[src/mrl_pkg.sv]
// Purpose: Shared constants and types for the mode-register latency/thermal block
// Assumes: Eight-bit operands, six-bit register addresses
// Notes:   Latency tables are indexed by the three-bit codes
package mrl_pkg;

  // ==========================================================================
  // Addresses and field positions
  // ==========================================================================
  localparam logic [5:0] MRL_ADDR_LAT   = 6'h02;
  localparam logic [5:0] MRL_ADDR_DRIVE = 6'h03;
  localparam logic [5:0] MRL_ADDR_THERM = 6'h04;
  localparam logic [5:0] MRL_ADDR_SETPT = 6'h0d;

  localparam int MRL_B_PUCAL  = 0;
  localparam int MRL_B_WPST   = 1;
  localparam int MRL_B_LOCK   = 2;
  localparam int MRL_B_PDS_LO = 3;
  localparam int MRL_B_RDINV  = 6;
  localparam int MRL_B_WRINV  = 7;
  localparam int MRL_B_SRAB   = 3;
  localparam int MRL_B_REPE   = 4;
  localparam int MRL_B_TOF_LO = 5;
  localparam int MRL_B_TUF    = 7;
  localparam int MRL_B_RL_LO  = 0;
  localparam int MRL_B_WL_LO  = 3;
  localparam int MRL_B_WLSET  = 6;
  localparam int MRL_B_WRLEV  = 7;
  localparam int MRL_B_SPWR   = 6;
  localparam int MRL_B_SPOP   = 7;

  // ==========================================================================
  // Reset values
  // ==========================================================================
  localparam logic [7:0] MRL_RST_DRIVE = 8'h31; // Strength 110, cal point 1
  localparam logic [7:0] MRL_RST_LAT   = 8'h00;
  localparam logic [2:0] MRL_RATE_1X   = 3'h3;
  localparam logic [2:0] MRL_RATE_DER  = 3'h6;
  localparam logic [2:0] MRL_PDS_RSV0  = 3'h0;
  localparam logic [2:0] MRL_PDS_RSV7  = 3'h7;
  localparam logic [1:0] MRL_TOF_RSV   = 2'h3;

  // ==========================================================================
  // Latency tables (cycles), index = code
  // ==========================================================================
  localparam logic [5:0] MRL_RL_NOINV [8] = '{6'd6, 6'd10, 6'd14, 6'd20,
                                              6'd24, 6'd28, 6'd32, 6'd36};
  localparam logic [5:0] MRL_RL_INV   [8] = '{6'd6, 6'd12, 6'd16, 6'd22,
                                              6'd28, 6'd32, 6'd36, 6'd40};
  localparam logic [5:0] MRL_WL_A     [8] = '{6'd4, 6'd6, 6'd8, 6'd10,
                                              6'd12, 6'd14, 6'd16, 6'd18};
  localparam logic [5:0] MRL_WL_B     [8] = '{6'd4, 6'd8, 6'd12, 6'd18,
                                              6'd22, 6'd26, 6'd30, 6'd34};
  localparam logic [5:0] MRL_NWR      [8] = '{6'd6, 6'd10, 6'd16, 6'd20,
                                              6'd24, 6'd30, 6'd34, 6'd40};
  localparam logic [5:0] MRL_READ_TO_PRECHARGE_CYCLES     [8] = '{6'd8, 6'd8, 6'd8, 6'd8,
                                              6'd10, 6'd12, 6'd14, 6'd16};
  localparam logic [5:0] MRL_BL32_ADD = 6'd8;

  // ==========================================================================
  // Carriers
  // ==========================================================================
  typedef struct packed {
    logic       wr;    // Mode-register write strobe
    logic       rd;    // Mode-register read strobe
    logic [5:0] addr;
    logic [7:0] op;
  } mrl_cmd_s;

  typedef struct packed {
    logic [5:0] read_latency;
    logic [5:0] write_latency;
    logic [5:0] write_recovery;
    logic [5:0] read_to_pre;
    logic       write_postamble_len;
    logic       write_inversion_enable;
    logic       read_inversion_enable;
    logic       pullup_cal_point;
    logic [2:0] pulldown_strength;
    logic       write_level;
  } mrl_cfg_s;

  typedef enum logic [1:0] {
    MRL_PRE_IDLE = 2'b00,
    MRL_PRE_WAIT = 2'b01,
    MRL_PRE_FIRE = 2'b10
  } mrl_pre_e;

endpackage : mrl_pkg

[src/mrl_mode_regs.sv]
// Purpose: Mode-register bank for latency, drive config and thermal status
// Assumes: Decoded mode-register commands arrive on REF_CLK
// Notes:   Temperature sensor code is an asynchronous pin, synchronised here
//          Reserved strength and offset codes keep the value in force
//          Precharge starts are ignored while that timer still runs
//
// What this block does
// Read latency uses inversion column when read inversion bit is set.
// Write latency uses set B when set select bit is one.
// Controller keeps clock rate inside the chosen latency row limits.
// Write with auto-precharge fires precharge after write recovery cycles.
// Read with auto-precharge fires precharge after read-to-precharge cycles.
// Thirty-two beat reads add eight clocks before auto-precharge.
// Controller programs equal pull-up cal point in both channels first.
// Drive bit one selects write postamble half or one and half clocks.
// Repair lock sets on write of one, clears only at reset.
// Locked device ignores writes of one to repair entry.
// Pull-down strength codes one to six, default six, others reserved.
// Writes update only the set point copy chosen by write select.
// Device operates from copy chosen by operate select only.
// Read-only refresh rate field carries eight documented thermal codes.
// Derating needed at high temperature reports rate code 110.
// Update flag sets on rate change, cleared by thermal status read.
// Update flag is zero at power-up.
// Thermal status write stores bits six to three only.
// Thermal offset codes none, five, ten degrees, eleven reserved.
// Repair entry one enters repair mode, zero exits, default exit.
// Read latency code 000 gives six cycles and is the default.
// Address 3 is drive configuration, address 4 thermal status.
`timescale 1ns/1ps
module mrl_mode_regs
  import mrl_pkg::*;
#(
  parameter int PRE_W = 7
) (
  input  wire logic       REF_CLK,
  input  wire logic       NRST,
  input  wire mrl_cmd_s   MR_CMD,
  input  wire logic [2:0] TEMP_RATE,
  input  wire logic       TEMP_DERATE,
  input  wire logic       WR_AP_DONE,
  input  wire logic       RD_AP_DONE,
  input  wire logic       RD_BL32,
  output mrl_cfg_s        CFG,
  output logic [7:0]      MR_RDATA,
  output logic            MR_RVALID,
  output logic            REPAIR_MODE,
  output logic            REPAIR_LOCK,
  output logic            SELFREFRESH_ABORT,
  output logic [1:0]      THERMAL_OFFSET,
  output logic            WR_PRECHARGE,
  output logic            RD_PRECHARGE
);

  // ==========================================================================
  // Reset release and sensor synchronisers
  // ==========================================================================
  logic       rst_meta_q;
  logic       rst_n;
  logic [3:0] sens_meta_q;
  logic [3:0] sens_q;

  // Release reset through two flops
  // so no flop leaves reset on a different edge
  always_ff @(posedge REF_CLK or negedge NRST) begin
    if (!NRST) begin
      rst_meta_q <= 1'b0;
      rst_n      <= 1'b0;
    end else begin
      rst_meta_q <= 1'b1;
      rst_n      <= rst_meta_q;
    end
  end

  // Sensor inputs come from another domain; both flops reset to the
  // 1x code with no derate, so the update flag sees no false change
  always_ff @(posedge REF_CLK or negedge rst_n) begin
    if (!rst_n) begin
      sens_meta_q <= {1'b0, MRL_RATE_1X};
      sens_q      <= {1'b0, MRL_RATE_1X};
    end else begin
      sens_meta_q <= {TEMP_DERATE, TEMP_RATE};
      sens_q      <= sens_meta_q;
    end
  end

  // ==========================================================================
  // Command decode
  // ==========================================================================
  logic wr_lat;
  logic wr_drive;
  logic wr_therm;
  logic wr_setpt;
  logic rd_therm;

  // One-cycle strobes, one for each register address
  assign wr_lat   = MR_CMD.wr && (MR_CMD.addr == MRL_ADDR_LAT);
  assign wr_drive = MR_CMD.wr && (MR_CMD.addr == MRL_ADDR_DRIVE);
  assign wr_therm = MR_CMD.wr && (MR_CMD.addr == MRL_ADDR_THERM);
  assign wr_setpt = MR_CMD.wr && (MR_CMD.addr == MRL_ADDR_SETPT);
  assign rd_therm = MR_CMD.rd && (MR_CMD.addr == MRL_ADDR_THERM);

  // ==========================================================================
  // Set point selects
  // ==========================================================================
  logic spwr_q;
  logic spop_q;

  // Write select steers later writes to one copy;
  // operate select picks the copy in force
  always_ff @(posedge REF_CLK or negedge rst_n) begin
    if (!rst_n) begin
      spwr_q <= 1'b0;
      spop_q <= 1'b0;
    end else if (wr_setpt) begin
      spwr_q <= MR_CMD.op[MRL_B_SPWR];
      spop_q <= MR_CMD.op[MRL_B_SPOP];
    end
  end

  // ==========================================================================
  // Dual copies of latency and drive registers
  // ==========================================================================
  logic [7:0] lat_q   [2];
  logic [7:0] drive_q [2];

  // Only the copy picked by the write select takes the write
  // Both copies reset to the defaults
  always_ff @(posedge REF_CLK or negedge rst_n) begin
    if (!rst_n) begin
      lat_q[0]   <= MRL_RST_LAT;
      lat_q[1]   <= MRL_RST_LAT;
      drive_q[0] <= MRL_RST_DRIVE;
      drive_q[1] <= MRL_RST_DRIVE;
    end else begin
      if (wr_lat) begin
        lat_q[spwr_q] <= MR_CMD.op;
      end
      if (wr_drive) begin
        drive_q[spwr_q] <= MR_CMD.op;
      end
    end
  end

  // ==========================================================================
  // Active configuration decode
  // ==========================================================================
  logic [7:0] lat_act;
  logic [7:0] drv_act;
  logic [2:0] rl_code;
  logic [2:0] wl_code;
  logic [2:0] pds;

  // Live copy and the code fields cut out of it
  assign lat_act = lat_q[spop_q];
  assign drv_act = drive_q[spop_q];
  assign rl_code = lat_act[MRL_B_RL_LO +: 3];
  assign wl_code = lat_act[MRL_B_WL_LO +: 3];
  assign pds     = drv_act[MRL_B_PDS_LO +: 3];

  // Configuration outputs registered
  // so downstream timing paths start at a flop
  always_ff @(posedge REF_CLK or negedge rst_n) begin
    if (!rst_n) begin
      CFG <= '0;
      CFG.read_latency      <= MRL_RL_NOINV[0];
      CFG.write_latency     <= MRL_WL_A[0];
      CFG.write_recovery    <= MRL_NWR[0];
      CFG.read_to_pre       <= MRL_READ_TO_PRECHARGE_CYCLES[0];
      CFG.pulldown_strength <= MRL_RST_DRIVE[MRL_B_PDS_LO +: 3];
      CFG.pullup_cal_point  <= MRL_RST_DRIVE[MRL_B_PUCAL];
    end else begin
      // write_recovery_cycles follows the write code and read_to_precharge_cycles the read code
      CFG.read_latency <= drv_act[MRL_B_RDINV] ? MRL_RL_INV[rl_code]
                                               : MRL_RL_NOINV[rl_code];
      CFG.write_latency <= lat_act[MRL_B_WLSET] ? MRL_WL_B[wl_code]
                                                : MRL_WL_A[wl_code];
      CFG.write_recovery         <= MRL_NWR[wl_code];
      CFG.read_to_pre            <= MRL_READ_TO_PRECHARGE_CYCLES[rl_code];
      CFG.write_postamble_len    <= drv_act[MRL_B_WPST];
      CFG.write_inversion_enable <= drv_act[MRL_B_WRINV];
      CFG.read_inversion_enable  <= drv_act[MRL_B_RDINV];
      CFG.pullup_cal_point       <= drv_act[MRL_B_PUCAL];
      CFG.write_level            <= lat_act[MRL_B_WRLEV];
      // Reserved strength codes leave the previous strength in force
      if (pds != MRL_PDS_RSV0 && pds != MRL_PDS_RSV7) begin
        CFG.pulldown_strength <= pds;
      end
    end
  end

  // ==========================================================================
  // Repair lock and thermal status writable fields
  // ==========================================================================
  logic [1:0] tof_q;

  // Lock is sticky until power-on reset
  // A later write of zero to the lock bit has no effect
  always_ff @(posedge REF_CLK or negedge rst_n) begin
    if (!rst_n) begin
      REPAIR_LOCK <= 1'b0;
    end else if (wr_drive && MR_CMD.op[MRL_B_LOCK]) begin
      REPAIR_LOCK <= 1'b1;
    end
  end

  // Only bits six to three of a thermal status write are kept
  // A refused repair entry still lets the other bits through
  always_ff @(posedge REF_CLK or negedge rst_n) begin
    if (!rst_n) begin
      tof_q             <= '0;
      REPAIR_MODE       <= 1'b0;
      SELFREFRESH_ABORT <= 1'b0;
    end else if (wr_therm) begin
      SELFREFRESH_ABORT <= MR_CMD.op[MRL_B_SRAB];
      if (MR_CMD.op[MRL_B_TOF_LO +: 2] != MRL_TOF_RSV) begin
        tof_q <= MR_CMD.op[MRL_B_TOF_LO +: 2];
      end
      if (!(REPAIR_LOCK && MR_CMD.op[MRL_B_REPE])) begin
        REPAIR_MODE <= MR_CMD.op[MRL_B_REPE];
      end
    end
  end

  assign THERMAL_OFFSET = tof_q;

  // ==========================================================================
  // Refresh rate and update flag
  // ==========================================================================
  logic [2:0] rate_q;
  logic [2:0] rate_d;
  logic       tuf_q;

  // Derate request overrides the sensor code
  assign rate_d = sens_q[3] ? MRL_RATE_DER : sens_q[2:0];

  // Field starts at the 1x code and then tracks the sensor
  always_ff @(posedge REF_CLK or negedge rst_n) begin
    if (!rst_n) begin
      rate_q <= MRL_RATE_1X;
    end else begin
      rate_q <= rate_d;
    end
  end

  // Change sets the flag and wins over a read in the same cycle
  // so no change is lost between two reads
  always_ff @(posedge REF_CLK or negedge rst_n) begin
    if (!rst_n) begin
      tuf_q <= 1'b0;
    end else if (rate_d != rate_q) begin
      tuf_q <= 1'b1;
    end else if (rd_therm) begin
      tuf_q <= 1'b0;
    end
  end

  // ==========================================================================
  // Read data
  // ==========================================================================
  // Valid pulses once per read; data stands until the next read
  always_ff @(posedge REF_CLK or negedge rst_n) begin
    if (!rst_n) begin
      MR_RDATA  <= '0;
      MR_RVALID <= 1'b0;
    end else begin
      MR_RVALID <= rd_therm;
      if (rd_therm) begin
        MR_RDATA <= {tuf_q, tof_q, REPAIR_MODE, SELFREFRESH_ABORT, rate_q};
      end
    end
  end

  // ==========================================================================
  // Auto-precharge timers
  // ==========================================================================
  logic [PRE_W-1:0] wr_delay;
  logic [PRE_W-1:0] rd_delay;

  // Delays follow the active config; 32-beat reads add eight
  assign wr_delay = PRE_W'(CFG.write_recovery);
  assign rd_delay = RD_BL32 ? PRE_W'(CFG.read_to_pre + MRL_BL32_ADD)
                            : PRE_W'(CFG.read_to_pre);

  // Write side: starts when a write burst with precharge ends
  mrl_precharge_timer #(.W(PRE_W)) u_wr_pre (
    .clk   (REF_CLK),
    .rst_n (rst_n),
    .start (WR_AP_DONE),
    .delay (wr_delay),
    .fire  (WR_PRECHARGE),
    .busy  ()
  );

  // Read side: starts while the timer runs are ignored
  mrl_precharge_timer #(.W(PRE_W)) u_rd_pre (
    .clk   (REF_CLK),
    .rst_n (rst_n),
    .start (RD_AP_DONE),
    .delay (rd_delay),
    .fire  (RD_PRECHARGE),
    .busy  ()
  );

endmodule : mrl_mode_regs

[src/mrl_precharge_timer.sv]
// Purpose: Auto-precharge delay counter after a read or write burst
// Assumes: Start pulse carries the delay; loads only while idle
// Notes:   Fire pulse is one cycle when the count has elapsed
`timescale 1ns/1ps
module mrl_precharge_timer
  import mrl_pkg::*;
#(
  parameter int W = 7
) (
  input  wire logic         clk,
  input  wire logic         rst_n,
  input  wire logic         start,
  input  wire logic [W-1:0] delay,
  output logic              fire,
  output logic              busy
);

  mrl_pre_e     st_q;
  logic [W-1:0] cnt_q;

  // ==========================================================================
  // Count down and fire
  // ==========================================================================
  always_ff @(posedge clk or negedge rst_n) begin
    if (!rst_n) begin
      st_q  <= MRL_PRE_IDLE;
      cnt_q <= '0;
    end else begin
      case (st_q)
        MRL_PRE_IDLE: begin
          if (start) begin
            cnt_q <= delay;
            st_q  <= (delay <= W'(1)) ? MRL_PRE_FIRE : MRL_PRE_WAIT;
          end
        end
        MRL_PRE_WAIT: begin
          cnt_q <= cnt_q - W'(1);
          if (cnt_q <= W'(2)) begin
            st_q <= MRL_PRE_FIRE;
          end
        end
        MRL_PRE_FIRE: begin
          st_q <= MRL_PRE_IDLE;
        end
        default: st_q <= MRL_PRE_IDLE;
      endcase
    end
  end

  assign fire = (st_q == MRL_PRE_FIRE);
  assign busy = (st_q != MRL_PRE_IDLE);

endmodule : mrl_precharge_timer
[config.mk]
export PLATFORM = sky130hd
export DESIGN_NAME = mrl_mode_regs
export DESIGN_NICKNAME = d
export VERILOG_FILES = /design/src/mrl_pkg.sv /design/src/mrl_mode_regs.sv /design/src/mrl_precharge_timer.sv
export SDC_FILE = /design/constraint.sdc
export NUM_CORES = 1
export LEC_CHECK = 0
export ABC_AREA = 1
export BUFFER_PORTS_ARGS = -buffer_cell sky130_fd_sc_hd__buf_2
export CORE_ASPECT_RATIO = 0.6
export CORE_MARGIN = 5
export CORE_UTILIZATION = 50
export CTS_CLUSTER_DIAMETER = 80
export CTS_CLUSTER_SIZE = 16
export DETAILED_ROUTE_END_ITERATION = 10
export PLACE_DENSITY = 0.82
export SLEW_MARGIN = 25
export SYNTH_ARGS = -nofsm -noshare
export SYNTH_HDL_FRONTEND = slang
export SYNTH_SLANG_ARGS = --single-unit
[constraint.sdc]
create_clock -name REF_CLK -period 7.81 [get_ports REF_CLK]
set_input_delay 0.781 -clock REF_CLK [delete_from_list [all_inputs] [get_ports REF_CLK]]
set_output_delay 0.781 -clock REF_CLK [all_outputs]
set_load 0.01 [all_outputs]
-- Word level (Yosys, flattened, before mapping)
Memories as Yosys holds them, arrays and structs flattened. A register that Yosys moved wholly into a read port is not among the register bits.
Index checks and enable logic that the tools add are counted.
- bits in writable memories: 0
- bits in read-only memories: 288
- logic and storage cells: 127
- memories kept: 6
- bits in latches: 0
- input bits: 25
- flip-flop bits (word level): 100
- output and inout bits: 48
- memory list (memory ; words ; bits a word ; read ports ; clocked after Yosys merged registers in ; wr ports ; line ; source):
    (name not given) ; 8 ; 6 ; 1 ; 1 ; 0 ; mrl_mode_regs.sv:179 ; CFG.read_to_pre <= MRL_READ_TO_PRECHARGE_CYCLES[rl_code];
    (name not given) ; 8 ; 6 ; 1 ; 1 ; 0 ; mrl_mode_regs.sv:178 ; CFG.write_recovery <= MRL_NWR[wl_code];
    (name not given) ; 8 ; 6 ; 1 ; 0 ; 0 ; mrl_mode_regs.sv:177 ; : MRL_WL_A[wl_code];
    (name not given) ; 8 ; 6 ; 1 ; 0 ; 0 ; mrl_mode_regs.sv:176 ; CFG.write_latency <= lat_act[MRL_B_WLSET] ? MRL_WL_B[wl_code]
    (name not given) ; 8 ; 6 ; 1 ; 0 ; 0 ; mrl_mode_regs.sv:175 ; : MRL_RL_NOINV[rl_code];
    (name not given) ; 8 ; 6 ; 1 ; 0 ; 0 ; mrl_mode_regs.sv:174 ; CFG.read_latency <= drv_act[MRL_B_RDINV] ? MRL_RL_INV[rl_code]
- $lt $le $gt $ge: 9
- reductions and logical operators: 23
- bitwise gates (word level): 5
- $mul: 0
- div/mod/pow operators: 0
- shift operators: 0
- add/sub/neg operators: 3
- equal/unequal tests: 15
- muxes and demuxes: 36
- operator list (cell ; number):
    $mux 6 ; 10
    $mux 8 ; 7
    $bwmux 16 ; 2
    $pmux 7 s2 ; 2
    $mux 7 ; 3
    $le 7x2->1 const B ; 2
    $sub 7x1->7 const B ; 2
    $eq 6x2->1 const B ; 2
    $mux 2 ; 6
    $reduce_and 2->1 ; 6
    $logic_and 1x1->1 ; 9
    $demux 8 s1 ; 1
    $ge 4x4->1 const B ; 2
    $not 3->4 ; 2
    $pmux 2 s2 ; 2
    $add 6x4->7 const B ; 1
    $le 7x1->1 const B ; 1
    $eq 6x3->1 const B ; 1
    $eq 6x4->1 const B ; 1
    $le 6x1->1 const B ; 1
    $ne 2x2->1 const B ; 3
    $reduce_bool 2->1 ; 3
    $eq 2x1->1 const B ; 2
    $eq 2x2->1 const B ; 2
    12 further kinds ; 18

-- Depth between registers and ports, before layout
- depth in word-level cells: 9
- mapped depth: 10
- gate-level depth less buffers: 9

-- Cells and area by module
Synthesis repeated with hierarchy kept, for this count alone.
- cells, all modules: 601
- area, all modules: 5147.4 sq um
- modules (own cells, without submodules) (module ; seq. area each (sq um) ; cells each ; area each (sq um) ; instances):
    mrl_mode_regs ; 2203.4 ; 427 ; 3878.7 ; 1
    mrl_precharge_timer ; 225.2 ; 87 ; 634.4 ; 2

-- Worst setup path after synthesis
Ideal clock, no wire load.
- path type: reg2reg
- from: register spop_q
- to: register CFG[29] (netlist name)
- cell stages (with the launch flop): 9
- path slack: 6.174 ns
- data required time: 7.689 ns
- buffers on the path: 1
- clock period less this slack: 1.636 ns
- data arrival time: 1.515 ns
- path through: dfrtp_1 buf_2 nand2_1 nand2_1 inv_1 ha_1 or2_1 nand2_1 nand2_1
- longest elaborated chain between the ends: 9
- elaborated cells on any way between the ends: 15
- those cells by class: 11 x mux; 2 x bitwise; 2 x memory
- RTL lines (element ; line ; source):
    start: declaration ; mrl_mode_regs.sv:107 ; logic spop_q;
    start signal: assignment ; mrl_mode_regs.sv:117 ; spop_q <= MR_CMD.op[MRL_B_SPOP];
    $not 1->2 (not written as such) * ; mrl_mode_regs.sv:155, mrl_mode_regs.sv:156 ;
    $mux 8 (not written as such) (3 in series) ; mrl_mode_regs.sv:155 ; assign lat_act = lat_q[spop_q];
    $not 3->4 (not written as such) ; mrl_mode_regs.sv:174, mrl_mode_regs.sv:175 ;
    $mem_v2 8x6 (on tied branches) ; - ;
    $mux 6 (on tied branches) (2 in series) ; mrl_mode_regs.sv:175, mrl_mode_regs.sv:174 ;
    $mux 6 * ; mrl_mode_regs.sv:174 ;
    end: declaration ; mrl_mode_regs.sv:44 ; output mrl_cfg_s CFG,
Every way passes the cells marked *; elsewhere a longest branch is shown, timed or not. The select of a mux whose other input is x is not followed.
A chain may end at the register's enable or synchronous reset.

-- Worst setup path after layout
- from: register spop_q
- to: register CFG[24] (netlist name)
- longest elaborated chain between the ends: 9
- elaborated cells on any way between the ends: 12
- those cells by class: 8 x mux; 2 x bitwise; 2 x memory
- RTL lines (element ; line):
    $not 1->2 (not written as such) * ; mrl_mode_regs.sv:155
    $mux 8 (not written as such) * (3 in series) ; mrl_mode_regs.sv:155
    $not 3->4 (not written as such) ; mrl_mode_regs.sv:176, mrl_mode_regs.sv:177
    $mem_v2 8x6 (on tied branches) ; -
    $mux 6 (on tied branches) (2 in series) ; mrl_mode_regs.sv:177, mrl_mode_regs.sv:176
    $mux 6 * ; mrl_mode_regs.sv:176
Marks and branches as above.

==> key figures <==
Run status
  • Status: finished clean

Global route
  • Remaining Overflow, GRT: 0
  • Initial antenna violation count: 0
  • First-pass GRT wire length: 17.3 mm
  • Vias in the first global route: 3,636
  • Tot GR Track Use: 0.188
  • Largest net degree at the start of global routing: 56

STA
  • Max Slew Vio Count: 0
  • Clock Skews: 0.00578 ns
  • Final period utilization: 0.306
  • Final min period: 2.39 ns
  • Unrepaired setup endpoints after global routing: false
  • Max frequency: 0.419 GHz
  • Max_slew headroom: 0.424
  • Final setup fails: 0
  • Worst slew pin tran: 0.865 ns
  • Setup TNS Final: 0 ns
  • Hold violation count in the final report: 0

Clock network
  • Setup Buffers After CTS: 0
  • Clock Tree Root: clkbuf_16
  • CTS tree: built
  • Worst-path clk slew: 0.07 ns
  • CTS Buf Count: 9
  • Clock Path Buffers: 2
  • Post-CTS resize count: 0
  • Hold-fix buffers at CTS: 0
  • Worst-skew pair later-pin latency: 0.35 ns
  • # clock sinks: 105
  • # H-tree levels: 3

Setup path
  • Worst path required time: 8.05 ns
  • Critical path data arrival time: 2.63 ns
  • CP max stage delay: 0.91 ns
  • Worst R2R Path Depth: 9
  • Peak fanout along the critical path: 22
  • Cell chain of the critical path: inv_2 -> or2_0 -> o21ai_1 -> inv_1 -> ha_1 -> inv_1 -> nand2_1 -> nand3_1 -> nand2_1
  • Reg2reg end: CFG[24]
  • Reg2reg setup slack: 5.42 ns
  • Slowest CP cell: dfrtp_1
  • R2r startpoint: spop_q
  • Crit path kind: flip-flop to flip-flop
  • Setup crit end kind: flip-flop
  • Startpoint types: flip-flop

Hold path
  • Type of the tightest min-delay check: input port to async pin

Placement
  • Dpl cells: 755
  • Port Buffers: 67
  • DP Area: 5280 µm²
  • Routability cong.: 0.886
  • Final HPWL DP: 7.50 mm

Detailed routing
  • Routed vias/inst: 4.85
  • Post-Route WL: 10.1 mm
  • Vias: 3,740
  • Final ANT Viol Nets: 0
  • DRC Markers: 0
  • WL per Instance: 13.1 µm
  • Router iterations before antenna repair: 5
  • Initial DRC Count: 308

Floorplanning
  • Core Box Area: 9290 µm²
  • Die Y: 86.2 µm
  • Total die area: 11,800 µm²
  • Row cnt: 27
  • Starting Density: 0.520
  • Boundary Pins: 73
  • Die width: 137 µm

Cells and area
  • Design area: 5590 µm²
  • Sequential Area: 2660 µm²
  • Multi-input gate area: 1840 µm²
  • Fillers: 819
  • Share of cells above drive strength 1: 0.215
  • Area Overhead vs Synth: 15.7%
  • Post-route insts no fill: 771
  • Total Nets Final: 676
  • Antenna diodes: 0

Logic synthesis
  • Post-synthesis instance area: 4830 µm²
  • FF+latch count, synth: 105
  • Post-synth cell types: 35
  • Yosys warnings: 0
  • Post-synthesis sequential area ratio: 0.549
  • Syn_area_per_cell: 8.58 µm²
  • Mapped Cells: 563

Pwr
  • Cell Pwr Density: 267 nW/µm²
  • Leakage power: 3.02 nW
  • Max IR drop VDD: 130 µV

Flow run
  • Max cap viols: 0
layout make-up:
| cell class | count | area share |
|---|---|---|
| Sequential cell | 105 | 0.475 |
| Multi-Input combinational cell | 379 | 0.330 |
| Timing Repair Buffer | 68 | 0.0613 |
| Inverter | 73 | 0.0490 |
| Clock buffer | 9 | 0.0403 |
| Tap cell | 130 | 0.0291 |
| Clock inverter | 7 | 0.0152 |
per-stage QoR:
| stage | power [mW] | util | hold WS (ns) | worst slack, ns |
|---|---|---|---|---|
| floorplan | 0.920 | - | 0.331 | 4.71 |
| global placement | 1.02 | 0.568 | 0.332 | 5.56 |
| detailed placement | 1.04 | 0.568 | 0.335 | 5.44 |
| CTS | 1.51 | 0.602 | 0.189 | 5.43 |
| global route | 1.59 | 0.602 | 0.179 | 5.18 |
| finish | 1.49 | 0.602 | 0.200 | 5.42 |
worst max-delay path by stage:
stage	from	endpoint	slack, ns	cells after the start
floorplan	rst_n	CFG[0]	4.71	0
global placement	spop_q	CFG[24]	5.56	9
detailed placement	spop_q	CFG[24]	5.44	9
CTS	spop_q	CFG[24]	5.43	9
global route	spop_q	CFG[24]	5.18	9
finish	spop_q	CFG[24]	5.42	9
placed cells by master, fill, tap and decap left out, types with 2 or more instances in the layout:
master / count
inv_2: 8
ha_1: 15
o21ai_0: 30
o211ai_1: 2
nor2_2: 2
nor2_1: 26
conb_1: 6
nand3_1: 24
dfstp_2: 21
buf_2: 67
inv_8: 2
xor2_1: 4
or2_0: 2
o221ai_1: 2
nand3_4: 2
nand2_1: 215
nand2_2: 7
a21oi_1: 7
inv_6: 2
clkbuf_16: 9
nor3_1: 2
nand4_1: 4
clkinvlp_4: 2
dfrtp_1: 83
nor2_4: 5
o21ai_2: 5
inv_1: 65
o21ai_1: 10
Yosys cell counts (all sizes together):
cell type / instances / share of area
nor2: 33 / 0.034
nand2: 223 / 0.18
nand3b: 1 / 0.0016
a21oi: 8 / 0.0091
buf: 10 / 0.016
nand3: 26 / 0.032
xor2: 4 / 0.0072
dfrtp: 84 / 0.44
ha: 15 / 0.039
a31oi: 1 / 0.0013
inv: 73 / 0.057
o21ai: 45 / 0.050
conb: 2 / 0.0016
o211ai: 2 / 0.0031
or2: 4 / 0.0052
and3: 1 / 0.0013
dfstp: 21 / 0.11
nand4: 4 / 0.0052
o221ai: 2 / 0.0036
nor3: 2 / 0.0021
xnor2: 1 / 0.0018
o22ai: 1 / 0.0013
logic make-up (layout without fill, tap and decap cells):
logic type,count (synthesis),count (layout),synth area share
DFF,105,105,0.549
AOI/OAI and AO/OA,59,59,0.0689
and+or+nand+nor,294,294,0.260
buffers and inverters,83,157,0.0722
adders and majority gates,15,15,0.0388
other,2,6,0.00155
xor gates and xnor gates,5,5,0.00906
sequential cells by signal, summed over array words and instances (netlist names), 2 cells and up:
signal and flops:
u_wr_pre.cnt_q 7, THERMAL_OFFSET 2, rate_q 3, CFG 27, u_rd_pre.st_q 2, u_wr_pre.st_q 2, sens_meta_q 4, MR_RDATA 8
sens_q 4, lat_q 16, u_rd_pre.cnt_q 7, drive_q 14
report_power, final:
part	internal [mW]	leakage [nW]	switching, mW	total [mW]
combinational	0.119	1.59	0.208	0.328
sequential	0.638	1.28	0.0607	0.699
clock	0.255	0.146	0.211	0.466
total	1.01	3.02	0.480	1.49
metal layers:
layer,GRT usage,part of all wire,up-vias
met2,0.267,0.44,120
li1,-,-,1879
met3,0.0703,0.086,11
met4,0.0507,0.012,0
met1,0.270,0.46,1730
met5,0,0,-
worst max-delay path, delay by kind of cell (launching register included):
| family | cells | cell delay, ns |
|---|---|---|
| compound gates | 1 | 0.14 |
| fa+ha+maj | 1 | 0.22 |
| buf+inv | 3 | 0.50 |
| flops | 1 | 0.91 |
| simple gates | 4 | 0.49 |
No activity file was read; power rests on OpenSTA's default activity.
